File: src/lpc_irq_pkg.sv
// constants, states and carrier types of the locality interrupt unit
`default_nettype none
package lpc_irq_pkg;
  // host link field values
  localparam logic [3:0] LOC_START     = 4'h5;
  localparam logic [3:0] IO_START      = 4'h0;
  localparam logic [3:0] CYC_IO_READ   = 4'h0;
  localparam logic [3:0] CYC_IO_WRITE  = 4'h2;
  localparam logic [3:0] SYNC_READY    = 4'h0;
  localparam logic [3:0] TAR_IDLE      = 4'hF;
  localparam logic [7:0] UNMAPPED_READ = 8'hFF;

  // locality space: address bits 15:12 select the locality
  localparam int         NUM_LOCALITIES = 5;
  localparam int         LOC_FIELD_LSB  = 12;
  localparam logic [11:0] OFS_OWNERSHIP  = 12'h000;
  localparam logic [11:0] OFS_IRQ_ENABLE = 12'h008;
  localparam logic [11:0] OFS_IRQ_EN_TOP = 12'h00B;
  localparam logic [11:0] OFS_IRQ_VECTOR = 12'h00C;
  localparam logic [11:0] OFS_IRQ_CAUSE  = 12'h010;

  // interrupt_enable fields (master enable is bit 7 of the top byte)
  localparam int EN_CMD_IDLE  = 7;
  localparam int TRIG_HI      = 4;
  localparam int TRIG_LO      = 3;
  localparam int EN_OWNER_SW  = 2;
  localparam int EN_STATUS_OK = 1;
  localparam int EN_RESPONSE  = 0;
  localparam int MASTER_BIT   = 7;

  // interrupt_cause_flags fields
  localparam int CAUSE_CMD_IDLE  = 7;
  localparam int CAUSE_OWNER_SW  = 2;
  localparam int CAUSE_STATUS_OK = 1;
  localparam int CAUSE_RESPONSE  = 0;
  localparam logic [7:0] CAUSE_MASK = 8'h87;

  // ownership_register fields
  localparam int OWN_REQUEST = 1;
  localparam int OWN_PENDING = 2;
  localparam int OWN_ACTIVE  = 5;

  // reset values
  localparam logic       ENABLE_RESET  = 1'b0;
  localparam logic [1:0] TRIGGER_RESET = 2'h1;
  localparam logic [3:0] VECTOR_RESET  = 4'h0;
  localparam logic [7:0] CAUSE_RESET   = 8'h00;

  // serial interrupt frame timing, in clocks
  localparam int SIRQ_START_MIN = 4;
  localparam int SIRQ_IRQ_SLOTS = 16;

  // legacy port window
  localparam logic [15:0] LEGACY_BASE_DEFAULT = 16'h004E;
  localparam int          LEGACY_PORTS        = 2;

  typedef enum logic [1:0] {
    TRIG_HIGH_LEVEL, TRIG_LOW_LEVEL, TRIG_RISE_EDGE, TRIG_FALL_EDGE
  } trigger_e;

  typedef enum logic [3:0] {
    LPC_IDLE, LPC_START, LPC_ADDR, LPC_WDATA,
    LPC_HTAR, LPC_SYNC, LPC_RDATA, LPC_DTAR
  } lpc_state_e;

  typedef enum logic [1:0] {
    PH_SAMPLE, PH_RECOVER, PH_TURN
  } sirq_phase_e;

  typedef struct packed {
    logic [3:0] serialIrqChannel;
    trigger_e   triggerTypeSel;
  } irq_cfg_s;

  typedef struct packed {
    logic        write;
    logic [15:0] addr;
    logic [7:0]  data;
  } legacy_access_s;
endpackage : lpc_irq_pkg
`default_nettype wire

File: src/serial_irq_slot.sv
// serial interrupt frame follower that drives one interrupt slot
`default_nettype none
`timescale 1ns/1ns
module serial_irq_slot (
  input  wire logic                 clk,
  input  wire logic                 rst_n,
  input  wire logic                 serirqIn,
  output var  logic                 serirqOut,
  output var  logic                 serirqOe,
  input  wire lpc_irq_pkg::irq_cfg_s cfg,
  input  wire logic                 irqActive
);
  logic [3:0]               lowCnt_reg;
  logic                     active_reg;
  logic                     active_next;
  lpc_irq_pkg::sirq_phase_e phase_reg;
  lpc_irq_pkg::sirq_phase_e phase_next;
  logic [4:0]               slot_reg;
  logic [4:0]               slot_next;
  logic                     frameRise;
  logic                     irqLow;
  logic                     mySlot;
  logic                     oeNext;

  // only a start frame long enough counts; stop frames are shorter
  assign frameRise = serirqIn &&
    (lowCnt_reg >= 4'(lpc_irq_pkg::SIRQ_START_MIN));

  // high level and rising edge idle low; low level and falling idle high
  assign irqLow = (cfg.triggerTypeSel == lpc_irq_pkg::TRIG_LOW_LEVEL ||
                   cfg.triggerTypeSel == lpc_irq_pkg::TRIG_FALL_EDGE)
                  ? irqActive : !irqActive;

  // channel zero never matches, so the line stays released
  assign mySlot = active_next &&
    cfg.serialIrqChannel != 4'h0 &&
    slot_next == {1'b0, cfg.serialIrqChannel};

  always_comb begin
    active_next = active_reg;
    phase_next  = phase_reg;
    slot_next   = slot_reg;
    if (frameRise) begin
      active_next = 1'b1;
      phase_next  = lpc_irq_pkg::PH_TURN;
      slot_next   = 5'h1F;
    end else if (active_reg) begin
      case (phase_reg)
        lpc_irq_pkg::PH_SAMPLE:  phase_next = lpc_irq_pkg::PH_RECOVER;
        lpc_irq_pkg::PH_RECOVER: phase_next = lpc_irq_pkg::PH_TURN;
        default: begin
          phase_next = lpc_irq_pkg::PH_SAMPLE;
          slot_next  = slot_reg + 5'h01;
          if (slot_next == 5'(lpc_irq_pkg::SIRQ_IRQ_SLOTS)) begin
            active_next = 1'b0;
          end
        end
      endcase
    end
  end

  // drive low in the sample phase, restore high in recovery
  always_comb begin
    oeNext = 1'b0;
    if (mySlot && phase_next == lpc_irq_pkg::PH_SAMPLE) begin
      oeNext = irqLow;
    end else if (mySlot && phase_next == lpc_irq_pkg::PH_RECOVER) begin
      oeNext = serirqOe;
    end
  end

  always_ff @(posedge clk or negedge rst_n) begin
    if (!rst_n) begin
      lowCnt_reg <= 4'h0;
      active_reg <= 1'b0;
      phase_reg  <= lpc_irq_pkg::PH_TURN;
      slot_reg   <= 5'h00;
      serirqOe   <= 1'b0;
      serirqOut  <= 1'b1;
    end else begin
      if (serirqIn || serirqOe) begin
        lowCnt_reg <= 4'h0;
      end else if (lowCnt_reg != 4'hF) begin
        lowCnt_reg <= lowCnt_reg + 4'h1;
      end
      active_reg <= active_next;
      phase_reg  <= phase_next;
      slot_reg   <= slot_next;
      serirqOe   <= oeNext;
      serirqOut  <= (phase_next == lpc_irq_pkg::PH_RECOVER);
    end
  end
endmodule : serial_irq_slot
`default_nettype wire

File: src/lpc_locality_interrupt_unit.sv
// host link slave with locality decode, ownership and interrupt registers
`default_nettype none
`timescale 1ns/1ns
// Behaviour
// - separate reset-zero cause enables; bits 6:5 zero
// - trigger field bits 4:3, four schemes, reset 01
// - command-idle rise sets cause bit 7
// - causes reset zero; write one clears, EOI
// - delayed ownership grant sets owner-switch cause
// - request with no owner granted, no cause
// - status-ok rise sets cause bit 1
// - response rise with status-ok sets bit 0
// - channel field 3:0; zero releases the line
// - channel bits 7:4 read zero, writes ignored
// - legacy ports optional, kept by parameter
// - legacy cycles accepted only with no owner
// - locality start marks ordinary cycles as ours
// - locality write nibble order as I/O write
// - locality read nibble order as I/O read
// - master enable low or changing blocks interrupts
// - new cause with none outstanding asserts interrupt
// - no new interrupt until EOI; leftovers re-signal
// - one shared interrupt setting for all localities
module lpc_locality_interrupt_unit #(
  parameter logic        LEGACY_EN   = 1'b1,
  parameter logic [15:0] LEGACY_BASE = lpc_irq_pkg::LEGACY_BASE_DEFAULT
) (
  input  wire logic                       clk,
  input  wire logic                       rst_n,
  input  wire logic                       lframeN,
  input  wire logic [3:0]                 ladIn,
  output var  logic [3:0]                 ladOut,
  output var  logic                       ladOe,
  input  wire logic                       serirqIn,
  output var  logic                       serirqOut,
  output var  logic                       serirqOe,
  input  wire logic                       cmdIdleFlag,
  input  wire logic                       statusOkFlag,
  input  wire logic                       responseReadyFlag,
  output var  logic                       ownerValid,
  output var  logic [2:0]                 currentOwner,
  output var  logic                       irqPending,
  output var  logic                       legacyStrobe,
  output var  lpc_irq_pkg::legacy_access_s legacyAccess,
  input  wire logic [7:0]                 legacyRdData
);
  localparam int NL = lpc_irq_pkg::NUM_LOCALITIES;

  // host link cycle state
  lpc_irq_pkg::lpc_state_e state_reg;
  lpc_irq_pkg::lpc_state_e state_next;
  logic [1:0]  cnt_reg;
  logic [1:0]  cnt_next;
  logic [3:0]  startNib_reg;
  logic        isLoc_reg;
  logic        isLoc_next;
  logic        isWrite_reg;
  logic        isWrite_next;
  logic [15:0] addr_reg;
  logic [15:0] addr_next;
  logic [7:0]  wdata_reg;
  logic [7:0]  wdata_next;
  logic [7:0]  rdata_reg;
  logic [7:0]  rdata_next;

  // shared interrupt settings
  logic        master_reg;
  logic        cmdIdleEn_reg;
  logic        ownerSwEn_reg;
  logic        statusOkEn_reg;
  logic        responseEn_reg;
  logic [1:0]  trigger_reg;
  logic [3:0]  channel_reg;
  logic [7:0]  cause_reg;
  logic [7:0]  cause_next;
  logic        irqActive_reg;
  logic        irqActive_next;
  logic        masterChg_reg;

  // ownership
  logic [NL-1:0] pending_reg;
  logic [NL-1:0] pending_next;
  logic          ownerValid_next;
  logic [2:0]    owner_next;
  logic          ownerSwitchEvt;
  logic [2:0]    grantIdx;

  // previous flag levels for rise detection
  logic        cmdIdlePrev_reg;
  logic        statusOkPrev_reg;
  logic        responsePrev_reg;

  // decode wires
  logic [11:0] regOfs;
  logic [3:0]  locField;
  logic [2:0]  loc;
  logic        locHit;
  logic        legacyHit;
  logic        claimed;
  logic        regWrite;
  logic        wrOwn;
  logic        wrEnLow;
  logic        wrEnTop;
  logic        wrVector;
  logic        wrCause;
  logic        reqWr;
  logic        relWr;
  logic        masterChg;
  logic [7:0]  enLowByte;
  logic [7:0]  ownByte;
  logic [7:0]  regRead;
  logic [7:0]  enMask;
  logic [7:0]  causeSet;
  logic [7:0]  causeClr;
  logic        causeLive;
  lpc_irq_pkg::irq_cfg_s irqCfg;

  assign regOfs   = addr_reg[11:0];
  assign locField = addr_reg[15:lpc_irq_pkg::LOC_FIELD_LSB];
  assign loc      = locField[2:0];

  // locality cycles own the whole locality space of each locality
  assign locHit = isLoc_reg && locField < 4'(NL);
  assign legacyHit = LEGACY_EN && !isLoc_reg && !ownerValid &&
    addr_reg >= LEGACY_BASE &&
    addr_reg < LEGACY_BASE + 16'(lpc_irq_pkg::LEGACY_PORTS);
  assign claimed = locHit || legacyHit;

  // every locality address reaches the same register set
  assign regWrite = state_reg == lpc_irq_pkg::LPC_SYNC &&
                    isWrite_reg && locHit;
  assign wrOwn    = regWrite && regOfs == lpc_irq_pkg::OFS_OWNERSHIP;
  assign wrEnLow  = regWrite && regOfs == lpc_irq_pkg::OFS_IRQ_ENABLE;
  assign wrEnTop  = regWrite && regOfs == lpc_irq_pkg::OFS_IRQ_EN_TOP;
  assign wrVector = regWrite && regOfs == lpc_irq_pkg::OFS_IRQ_VECTOR;
  assign wrCause  = regWrite && regOfs == lpc_irq_pkg::OFS_IRQ_CAUSE;

  assign reqWr = wrOwn && wdata_reg[lpc_irq_pkg::OWN_REQUEST];
  assign relWr = wrOwn && wdata_reg[lpc_irq_pkg::OWN_ACTIVE] &&
                 ownerValid && currentOwner == loc;
  assign masterChg = wrEnTop &&
    (wdata_reg[lpc_irq_pkg::MASTER_BIT] != master_reg);

  // read views; reserved bits read zero
  assign enLowByte = {cmdIdleEn_reg, 2'b00, trigger_reg,
                      ownerSwEn_reg, statusOkEn_reg, responseEn_reg};
  assign ownByte = {2'b00,
                    ownerValid && currentOwner == loc, 2'b00,
                    pending_reg[loc], 2'b00};

  always_comb begin
    if (regOfs == lpc_irq_pkg::OFS_OWNERSHIP) begin
      regRead = ownByte;
    end else if (regOfs == lpc_irq_pkg::OFS_IRQ_ENABLE) begin
      regRead = enLowByte;
    end else if (regOfs == lpc_irq_pkg::OFS_IRQ_EN_TOP) begin
      regRead = {master_reg, 7'h00};
    end else if (regOfs > lpc_irq_pkg::OFS_IRQ_ENABLE &&
                 regOfs < lpc_irq_pkg::OFS_IRQ_EN_TOP) begin
      regRead = 8'h00;
    end else if (regOfs == lpc_irq_pkg::OFS_IRQ_VECTOR) begin
      regRead = {4'h0, channel_reg};
    end else if (regOfs >= lpc_irq_pkg::OFS_IRQ_CAUSE &&
                 regOfs <= lpc_irq_pkg::OFS_IRQ_CAUSE + 12'h003) begin
      regRead = (regOfs == lpc_irq_pkg::OFS_IRQ_CAUSE) ? cause_reg : 8'h00;
    end else begin
      regRead = lpc_irq_pkg::UNMAPPED_READ;
    end
  end

  // cycle framing; a low frame line aborts whatever is in flight
  always_comb begin
    state_next   = state_reg;
    cnt_next     = cnt_reg;
    isLoc_next   = isLoc_reg;
    isWrite_next = isWrite_reg;
    addr_next    = addr_reg;
    wdata_next   = wdata_reg;
    rdata_next   = rdata_reg;
    if (!lframeN) begin
      state_next = lpc_irq_pkg::LPC_START;
    end else begin
      case (state_reg)
        lpc_irq_pkg::LPC_START: begin
          state_next = lpc_irq_pkg::LPC_IDLE;
          if ((startNib_reg == lpc_irq_pkg::LOC_START ||
               startNib_reg == lpc_irq_pkg::IO_START) &&
              (ladIn == lpc_irq_pkg::CYC_IO_READ ||
               ladIn == lpc_irq_pkg::CYC_IO_WRITE)) begin
            state_next   = lpc_irq_pkg::LPC_ADDR;
            cnt_next     = 2'h0;
            isLoc_next   = startNib_reg == lpc_irq_pkg::LOC_START;
            isWrite_next = ladIn == lpc_irq_pkg::CYC_IO_WRITE;
          end
        end
        lpc_irq_pkg::LPC_ADDR: begin
          addr_next = {addr_reg[11:0], ladIn};
          cnt_next  = cnt_reg + 2'h1;
          if (cnt_reg == 2'h3) begin
            state_next = isWrite_reg ? lpc_irq_pkg::LPC_WDATA
                                     : lpc_irq_pkg::LPC_HTAR;
          end
        end
        lpc_irq_pkg::LPC_WDATA: begin
          // low nibble first
          if (cnt_reg == 2'h0) begin
            wdata_next = {wdata_reg[7:4], ladIn};
          end else begin
            wdata_next = {ladIn, wdata_reg[3:0]};
          end
          cnt_next = cnt_reg + 2'h1;
          if (cnt_reg == 2'h1) begin
            state_next = lpc_irq_pkg::LPC_HTAR;
            cnt_next   = 2'h0;
          end
        end
        lpc_irq_pkg::LPC_HTAR: begin
          cnt_next = cnt_reg + 2'h1;
          if (cnt_reg == 2'h1) begin
            // unclaimed cycles get no sync, so the host aborts them
            state_next = claimed ? lpc_irq_pkg::LPC_SYNC
                                 : lpc_irq_pkg::LPC_IDLE;
            rdata_next = legacyHit ? legacyRdData : regRead;
          end
        end
        lpc_irq_pkg::LPC_SYNC: begin
          cnt_next   = 2'h0;
          state_next = isWrite_reg ? lpc_irq_pkg::LPC_DTAR
                                   : lpc_irq_pkg::LPC_RDATA;
        end
        lpc_irq_pkg::LPC_RDATA: begin
          cnt_next = cnt_reg + 2'h1;
          if (cnt_reg == 2'h1) begin
            state_next = lpc_irq_pkg::LPC_DTAR;
          end
        end
        lpc_irq_pkg::LPC_DTAR: state_next = lpc_irq_pkg::LPC_IDLE;
        default: state_next = lpc_irq_pkg::LPC_IDLE;
      endcase
    end
  end

  // device drives sync, read data low nibble first, then one idle nibble
  always_comb begin
    ladOe  = 1'b1;
    ladOut = lpc_irq_pkg::TAR_IDLE;
    case (state_reg)
      lpc_irq_pkg::LPC_SYNC:  ladOut = lpc_irq_pkg::SYNC_READY;
      lpc_irq_pkg::LPC_RDATA: begin
        ladOut = (cnt_reg == 2'h0) ? rdata_reg[3:0] : rdata_reg[7:4];
      end
      lpc_irq_pkg::LPC_DTAR:  ladOut = lpc_irq_pkg::TAR_IDLE;
      default:                ladOe  = 1'b0;
    endcase
  end

  assign legacyStrobe = state_reg == lpc_irq_pkg::LPC_SYNC && !isLoc_reg;

  // highest waiting locality wins when ownership frees up
  always_comb begin
    grantIdx = 3'h0;
    for (int i = 0; i < NL; i++) begin
      if (pending_reg[i]) begin
        grantIdx = 3'(i);
      end
    end
  end

  always_comb begin
    pending_next    = pending_reg;
    ownerValid_next = ownerValid;
    owner_next      = currentOwner;
    ownerSwitchEvt  = 1'b0;
    if (relWr) begin
      ownerValid_next = 1'b0;
    end else if (reqWr && !ownerValid) begin
      ownerValid_next = 1'b1;
      owner_next      = loc;
    end else if (reqWr && currentOwner != loc) begin
      pending_next[loc] = 1'b1;
    end else if (!ownerValid && |pending_reg) begin
      ownerValid_next        = 1'b1;
      owner_next             = grantIdx;
      pending_next[grantIdx] = 1'b0;
      ownerSwitchEvt         = 1'b1;
    end
  end

  // cause events
  assign causeSet[lpc_irq_pkg::CAUSE_CMD_IDLE] =
    cmdIdleFlag && !cmdIdlePrev_reg;
  assign causeSet[lpc_irq_pkg::CAUSE_OWNER_SW] = ownerSwitchEvt;
  assign causeSet[lpc_irq_pkg::CAUSE_STATUS_OK] =
    statusOkFlag && !statusOkPrev_reg;
  assign causeSet[lpc_irq_pkg::CAUSE_RESPONSE] =
    responseReadyFlag && !responsePrev_reg && statusOkFlag;
  assign causeSet[6:3] = 4'h0;
  assign causeClr = wrCause ? wdata_reg : 8'h00;

  // a set in the clearing cycle survives the clear
  genvar b;
  generate
    for (b = 0; b < 8; b++) begin : g_cause
      assign cause_next[b] = lpc_irq_pkg::CAUSE_MASK[b] &&
        ((cause_reg[b] && !causeClr[b]) || causeSet[b]);
    end
  endgenerate

  assign enMask = {cmdIdleEn_reg, 4'h0, ownerSwEn_reg,
                   statusOkEn_reg, responseEn_reg};
  assign causeLive = |(cause_reg & enMask);

  // one interrupt per EOI; flags left after it fire again next cycle
  always_comb begin
    irqActive_next = irqActive_reg;
    if (!master_reg || masterChg || masterChg_reg) begin
      irqActive_next = 1'b0;
    end else if (wrCause) begin
      irqActive_next = 1'b0;
    end else if (!irqActive_reg && causeLive) begin
      irqActive_next = 1'b1;
    end
  end

  assign irqPending = irqActive_reg && master_reg;
  assign irqCfg.serialIrqChannel = channel_reg;
  assign irqCfg.triggerTypeSel = lpc_irq_pkg::trigger_e'(trigger_reg);

  always_ff @(posedge clk or negedge rst_n) begin
    if (!rst_n) begin
      state_reg    <= lpc_irq_pkg::LPC_IDLE;
      cnt_reg      <= 2'h0;
      startNib_reg <= 4'h0;
      isLoc_reg    <= 1'b0;
      isWrite_reg  <= 1'b0;
      addr_reg     <= 16'h0000;
      wdata_reg    <= 8'h00;
      rdata_reg    <= 8'h00;
    end else begin
      state_reg    <= state_next;
      cnt_reg      <= cnt_next;
      startNib_reg <= lframeN ? startNib_reg : ladIn;
      isLoc_reg    <= isLoc_next;
      isWrite_reg  <= isWrite_next;
      addr_reg     <= addr_next;
      wdata_reg    <= wdata_next;
      rdata_reg    <= rdata_next;
    end
  end

  always_ff @(posedge clk or negedge rst_n) begin
    if (!rst_n) begin
      master_reg     <= lpc_irq_pkg::ENABLE_RESET;
      cmdIdleEn_reg  <= lpc_irq_pkg::ENABLE_RESET;
      ownerSwEn_reg  <= lpc_irq_pkg::ENABLE_RESET;
      statusOkEn_reg <= lpc_irq_pkg::ENABLE_RESET;
      responseEn_reg <= lpc_irq_pkg::ENABLE_RESET;
      trigger_reg    <= lpc_irq_pkg::TRIGGER_RESET;
      channel_reg    <= lpc_irq_pkg::VECTOR_RESET;
    end else begin
      if (wrEnTop) begin
        master_reg <= wdata_reg[lpc_irq_pkg::MASTER_BIT];
      end
      if (wrEnLow) begin
        cmdIdleEn_reg  <= wdata_reg[lpc_irq_pkg::EN_CMD_IDLE];
        trigger_reg    <= wdata_reg[lpc_irq_pkg::TRIG_HI:
                                    lpc_irq_pkg::TRIG_LO];
        ownerSwEn_reg  <= wdata_reg[lpc_irq_pkg::EN_OWNER_SW];
        statusOkEn_reg <= wdata_reg[lpc_irq_pkg::EN_STATUS_OK];
        responseEn_reg <= wdata_reg[lpc_irq_pkg::EN_RESPONSE];
      end
      if (wrVector) begin
        channel_reg <= wdata_reg[3:0];
      end
    end
  end

  always_ff @(posedge clk or negedge rst_n) begin
    if (!rst_n) begin
      cause_reg        <= lpc_irq_pkg::CAUSE_RESET;
      irqActive_reg    <= 1'b0;
      masterChg_reg    <= 1'b0;
      pending_reg      <= '0;
      ownerValid       <= 1'b0;
      currentOwner     <= 3'h0;
      cmdIdlePrev_reg  <= 1'b0;
      statusOkPrev_reg <= 1'b0;
      responsePrev_reg <= 1'b0;
    end else begin
      cause_reg        <= cause_next;
      irqActive_reg    <= irqActive_next;
      masterChg_reg    <= masterChg;
      pending_reg      <= pending_next;
      ownerValid       <= ownerValid_next;
      currentOwner     <= owner_next;
      cmdIdlePrev_reg  <= cmdIdleFlag;
      statusOkPrev_reg <= statusOkFlag;
      responsePrev_reg <= responseReadyFlag;
    end
  end

  always_ff @(posedge clk or negedge rst_n) begin
    if (!rst_n) begin
      legacyAccess <= '0;
    end else if (state_reg == lpc_irq_pkg::LPC_HTAR && !isLoc_reg) begin
      legacyAccess <= '{write: isWrite_reg, addr: addr_reg,
                        data: wdata_reg};
    end
  end

  // the slot follower only sees the gated request
  serial_irq_slot u_slot (
    .clk       (clk),
    .rst_n     (rst_n),
    .serirqIn  (serirqIn),
    .serirqOut (serirqOut),
    .serirqOe  (serirqOe),
    .cfg       (irqCfg),
    .irqActive (irqPending)
  );
endmodule : lpc_locality_interrupt_unit
`default_nettype wire

File: config.mk
export PLATFORM = sky130hd
export DESIGN_NAME = lpc_locality_interrupt_unit
export DESIGN_NICKNAME = d
export VERILOG_FILES = /design/src/lpc_irq_pkg.sv /design/src/serial_irq_slot.sv /design/src/lpc_locality_interrupt_unit.sv
export SDC_FILE = /design/constraint.sdc
export NUM_CORES = 1
export LEC_CHECK = 0
export BUFFER_PORTS_ARGS = -buffer_cell sky130_fd_sc_hd__buf_2
export CORE_MARGIN = 4
export CORE_UTILIZATION = 45
export CTS_CLUSTER_SIZE = 14
export DETAILED_ROUTE_END_ITERATION = 10
export GPL_TIMING_DRIVEN = 1
export PLACE_DENSITY = 0.66
export SETUP_SLACK_MARGIN = 0.3
export SLEW_MARGIN = 10
export SYNTH_ARGS = -nofsm -noshare
export SYNTH_HDL_FRONTEND = slang
export SYNTH_SLANG_ARGS = --single-unit
File: constraint.sdc
create_clock -name clk -period 2.3 [get_ports clk]
set_input_delay 0.23 -clock clk [delete_from_list [all_inputs] [get_ports clk]]
set_output_delay 0.23 -clock clk [all_outputs]
set_load 0.03 [all_outputs]
==> flow_summary.json, run 1 <==
{
  "status": "completed",
  "initial_utilization": 0.461,
  "cts_tree": "yes",
  "yosys.area_share.xor_xnor": 0.0158,
  "required_ps": 2550,
  "vias_per_cell": 5.83,
  "grt_antenna_before_repair": 0,
  "period_needed_ps": 2010,
  "ioPinCount": 57,
  "placed_area_um2": 6120,
  "muxShareOfSynthArea": 0.147,
  "fin_tns_setup_ps": 0,
  "design_area_um2": 6630,
  "final-max-slew-violation-count": 0,
  "sw_frac_of_total": 0.290,
  "grt_max_degree": 64,
  "fin_cells": 739,
  "synthAdderAreaFrac": 0.0158,
  "start_kind": "flip-flop",
  "crit_type": "flip-flop to flip-flop",
  "p_total_mw": 4.70,
  "clock-root-buffer": "clkbuf_16",
  "seq_area_frac_synth": 0.503,
  "p_seq_frac": 0.478,
  "clock_skew_ps": 7.13,
  "dp_cells": 714,
  "power.internal_mw": 3.34,
  "die_h_um": 119,
  "gp_routability_congestion": 0.918,
  "p_switching_mw": 1.36,
  "fmax_ghz": 0.498,
  "clkTransAtPathRegs_ps": 70,
  "grt_pass1_vias": 4326,
  "pwr-share-clk": 0.351,
  "wl_per_cell_um": 18.5,
  "synth_nets": 537,
  "n_antenna_cell": 0,
  "p_leak_nw": 3.14,
  "syn_avg_cell_area_um2": 10.8,
  "slew_headroom": 0.601,
  "setup_ws_ps": 291,
  "gr-total-overflow": 0,
  "synth_area_um2": 5530,
  "synth_compound_area_frac": 0.124,
  "path_max_fanout": 6,
  "layout-drive-gt1-share": 0.343,
  "tightest_slew_ps": 592,
  "arrival_ps": 2260,
  "finalCritPeriodShare": 0.873,
  "drc_errors": 0,
  "drt-total-wl_mm": 13.7,
  "setup_viol": 0,
  "nets": 613,
  "grt_usage": 0.204,
  "portBuffers": 56,
  "largest_register_ffs": 25,
  "synthArstFlopShare": 1.00,
  "cts_buffer_depth": 2,
  "rsz0062_at_grt": "yes",
  "yosysTopAreaCellShare": 0.488,
  "insertion_delay_ps": 360,
  "yosys-top-cells-count": "108 x dfrtp_1, 59 x mux2_2, 42 x nand2_1, 41 x o21ai_0, 21 x clkbuf_1",
  "die-area_um2": 14100,
  "yosysUniqueCellTypes": 60,
  "finalHoldViolations": 0,
  "hp-class": "input pin to flip-flop",
  "end_kind": "flip-flop",
  "die_x_um": 119,
  "ys_ff_latch": 111,
  "rows": 40,
  "preCtsSetupSlack_ps": 144,
  "drtIter0Drc": 314,
  "grt_pass1_wl_mm": 22.9,
  "fill_cells": 1043,
  "drv_cap": 0,
  "first_pass_iters": 5,
  "ir_drop_mv": 0.402,
  "ys_warn_count": 0,
  "fin_hold_ws_ps": 98.4,
  "hpwl_mm": 9.72,
  "p_per_area_nw_per_um2": 708,
  "ant_nets": 0,
  "cts_sinks": 111,
  "ys.flop_type": "dfrtp_1",
  "synth-edff-count": 0,
  "synth_top_family_by_area": "simple AND/OR/NAND/NOR gates",
  "core_um2": 12000,
  "cts_inserted_buffers": 9,
  "synthCells": 511,
  "yosysMostFrequentCell": "dfrtp_1",
  "synthSimpleGateAreaFrac": 0.165,
  "area_growth_syn_to_layout_pct": 19.9,
  "vias": 4310,
  "postLayoutCoreUtil": 0.552,
  "synth.area.top_cells": "dfrtp_1 49%, mux2_2 12%, o21ai_0 3.7%",
  "cts.htree.levels": 3,
  "synth_top_cell_by_area": "dfrtp_1",
  "combPwrFrac": 0.171
}
-- placed cells by master (no fill, tap or decap), types with 4 or more instances in the layout --
cell type,netlist,layout
inv_1,15,14
mux2i_1,6,6
nand3b_1,5,5
or4_1,4,4
or3_1,6,4
o31ai_1,4,4
nand2_1,42,41
nand2b_1,5,5
dfrtp_1,108,108
clkbuf_16,0,9
mux2_4,6,6
and3_1,9,7
nand3_1,13,13
xor2_1,5,5
nor2b_1,8,5
a211oi_1,5,4
mux2_2,59,59
dlygate4sd3_1,0,4
nor4_1,8,7
ha_1,7,6
o21ai_0,41,38
xnor2_1,5,5
buf_4,0,34
and2_1,6,6
nor3_1,15,12
o2bb2ai_1,4,4
buf_2,4,50
nor2_1,19,19
a21oi_1,17,17
a31oi_1,6,6
-- critical path, cell delays in order, from the launching register on --
cell	delay (ps)
dfrtp_1	380
or4_4	570
nor3_4	150
nand2_2	80
or3_4	400
mux2_4	310
-- power by group through the flow --
stage	Clock [mW]	Combinational (mW)	Sequential [mW]
final	1.65	0.803	2.24
after CTS	1.70	0.787	2.24
after global placement	0	0.722	2.27
after global routing	1.77	0.906	2.27
after floorplan	0	0.519	2.25
after detailed placement	0	0.749	2.28
-- final cells by class --
cell class / count / area (um^2) / area share
sequential: 111 / 2780 / 0.419
clock inverter: 6 / 77.6 / 0.0117
inverter: 15 / 60.1 / 0.00905
multi-input combinational: 359 / 2690 / 0.406
timing repair buffer: 91 / 597 / 0.0900
clock buffer: 10 / 239 / 0.0360
tap: 147 / 184 / 0.0277
-- metal layers --
| layer | share of wire | track usage | vias up |
|---|---|---|---|
| met5 | 0 | 0 | - |
| met4 | 0.025 | 0.0768 | 0 |
| met3 | 0.059 | 0.0579 | 24 |
| met2 | 0.45 | 0.298 | 142 |
| met1 | 0.46 | 0.290 | 2109 |
| li1 | - | - | 2035 |
-- logic make-up after synthesis --
kind of cell	Yosys count
xor+xnor	10
buf+inv	41
fa+ha+maj	7
flops	111
mux	71
compound gates	107
simple gates	164
-- worst paths after layout --
kind,from,to,slack (ps),cells after the start
worst max-delay path,addr_reg[5],responseEn_reg,290,5
worst min-delay path,serirqIn,u_slot.lowCnt_reg[0],100,2
worst max register to register,addr_reg[5],responseEn_reg,290,5
worst min register to register,responsePrev_reg,cause_reg[0],410,1
max in group asynchronous,rst_n,cause_reg[0],1330,3
min in group asynchronous,rst_n,currentOwner[0],300,2
-- what timing repair did --
action / in CTS / in global routing
hold endpoints to repair: 23 / 0
pin swaps: 0 / 4
hold buffers: 4 / 0
setup endpoints to repair: 14 / 42
setup buffers: 3 / 2
resized for setup: 12 / 22
Note: power is estimated with default switching activity, not from simulation.
==> run 2, diff against run 1 <==
==> constraint.sdc (replaced) <==
create_clock -name clk -period 2.3 [get_ports clk]
set_input_delay 0.575 -clock clk [delete_from_list [all_inputs] [get_ports clk]]
set_output_delay 0.575 -clock clk [all_outputs]
set_load 0.03 [all_outputs]
==> flow_summary.json, run 2 (synthesized netlist as in run 1, its figures left out) <==
{
  "status": "completed",
  "first_pass_iters": 5,
  "vias": 4372,
  "cts_sinks": 111,
  "layout-drive-gt1-share": 0.373,
  "die-area_um2": 14100,
  "drv_cap": 0,
  "path_max_fanout": 6,
  "slew_headroom": 0.582,
  "fill_cells": 1024,
  "grt_antenna_before_repair": 0,
  "required_ps": 1730,
  "ioPinCount": 57,
  "start_kind": "flip-flop",
  "setup_ws_ps": 167,
  "wl_per_cell_um": 18.8,
  "grt_pass1_wl_mm": 23.3,
  "setup_viol": 0,
  "grt_pass1_vias": 4507,
  "p_total_mw": 4.75,
  "fin_tns_setup_ps": 0,
  "ir_drop_mv": 0.524,
  "clkTransAtPathRegs_ps": 70,
  "crit_type": "flip-flop to output port",
  "gr-total-overflow": 0,
  "drtIter0Drc": 203,
  "final-max-slew-violation-count": 0,
  "startpoint": "cnt_reg[1]",
  "rows": 40,
  "drc_errors": 0,
  "die_h_um": 119,
  "preCtsSetupSlack_ps": 161,
  "cts_buffer_depth": 2,
  "clock-root-buffer": "clkbuf_16",
  "largest_register_ffs": 25,
  "finalCritPeriodShare": 0.928,
  "cts.htree.levels": 3,
  "die_x_um": 119,
  "insertion_delay_ps": 360,
  "end_kind": "output port",
  "r2r_start": "addr_reg[5]",
  "gp_routability_congestion": 0.917,
  "drt-total-wl_mm": 14.0,
  "finalHoldViolations": 0,
  "fin_hold_ws_ps": 243,
  "hp-class": "input pin to async pin",
  "period_needed_ps": 2130,
  "n_antenna_cell": 0,
  "rrSetupSlack_ps": 300,
  "arrival_ps": 1560,
  "p_per_area_nw_per_um2": 699,
  "area_growth_syn_to_layout_pct": 22.7,
  "p_leak_nw": 3.22,
  "postCtsHoldBufs": 0,
  "portBuffers": 56,
  "grt_max_degree": 112,
  "initial_utilization": 0.461,
  "cts_tree": "yes",
  "ant_nets": 0,
  "most-common-layout-cells": "107 x dfrtp_1, 59 x mux2_2, 50 x buf_2, 41 x nand2_1, 39 x buf_4",
  "grt_usage": 0.206,
  "nets": 622,
  "postLayoutCoreUtil": 0.565,
  "final_common_cell": "dfrtp_1",
  "tightest_slew_ps": 627,
  "clock_skew_ps": 8.80,
  "vias_per_cell": 5.84,
  "hpwl_mm": 9.77,
  "rsz0062_at_grt": "yes",
  "cts_inserted_buffers": 9,
  "fmax_ghz": 0.469,
  "core_um2": 12000
}
[run 2: through the flow]
step	instances	cell area (um^2)
after floorplan	511	5560
after global placement	718	6160
after detailed placement	718	6160
after CTS	747	6680
after global routing	748	6790
final	748	6790
[run 2: power breakdown]
group          internal [mW]  switching, mW  total, mW  leakage (nW)
Clock                  0.907          0.709       1.62         0.145
Combinational          0.403          0.483      0.886          1.61
Sequential              2.09          0.152       2.24          1.47
Total                   3.40           1.34       4.75          3.22
[run 2: final cells by class]
type | count | area, um^2 | share of cell area
clock inverters | 4 | 53.8 | 0.00793
well taps | 147 | 184 | 0.0271
multi-input cells | 359 | 2770 | 0.408
inverters | 15 | 58.8 | 0.00866
flip-flops and latches | 111 | 2780 | 0.410
repair buffers | 100 | 684 | 0.101
clock buffers | 12 | 256 | 0.0378
[run 2: critical path: stages (launching register included)]
cell	delay, ps
dfrtp_1	370
inv_2	70
ha_4	190
buf_6	140
a211oi_4	200
o21ai_2	80
buf_6	140
[run 2: metal layers]
metal | share of wire | up-vias | GRT usage | wire [um]
met4 | 0.025 | 0 | 0.0782 | 350
met5 | 0 | - | 0 | 0
met2 | 0.47 | 135 | 0.324 | 6570
met1 | 0.45 | 2157 | 0.274 | 6300
met3 | 0.059 | 26 | 0.0518 | 826
li1 | - | 2054 | - | -
[run 2: repair_timing]
item                                    in CTS  in global routing
gates resized for setup                     32                 24
pin swaps                                    7                 11
buffers inserted                            13                  1
hold endpoints to repair                     0                  0
endpoints found under the setup margin      15                 61
[run 2: path summary, 6_finish.rpt]
check / end / cells after the start
hold / removal: pending_reg[3] / 2
min in group clk: responsePrev_reg / 1
hold reg to reg: cause_reg[0] / 1
max in group asynchronous: cnt_reg[0] / 2
setup reg to reg: responseEn_reg / 5
setup / recovery: ladOut[2] / 6
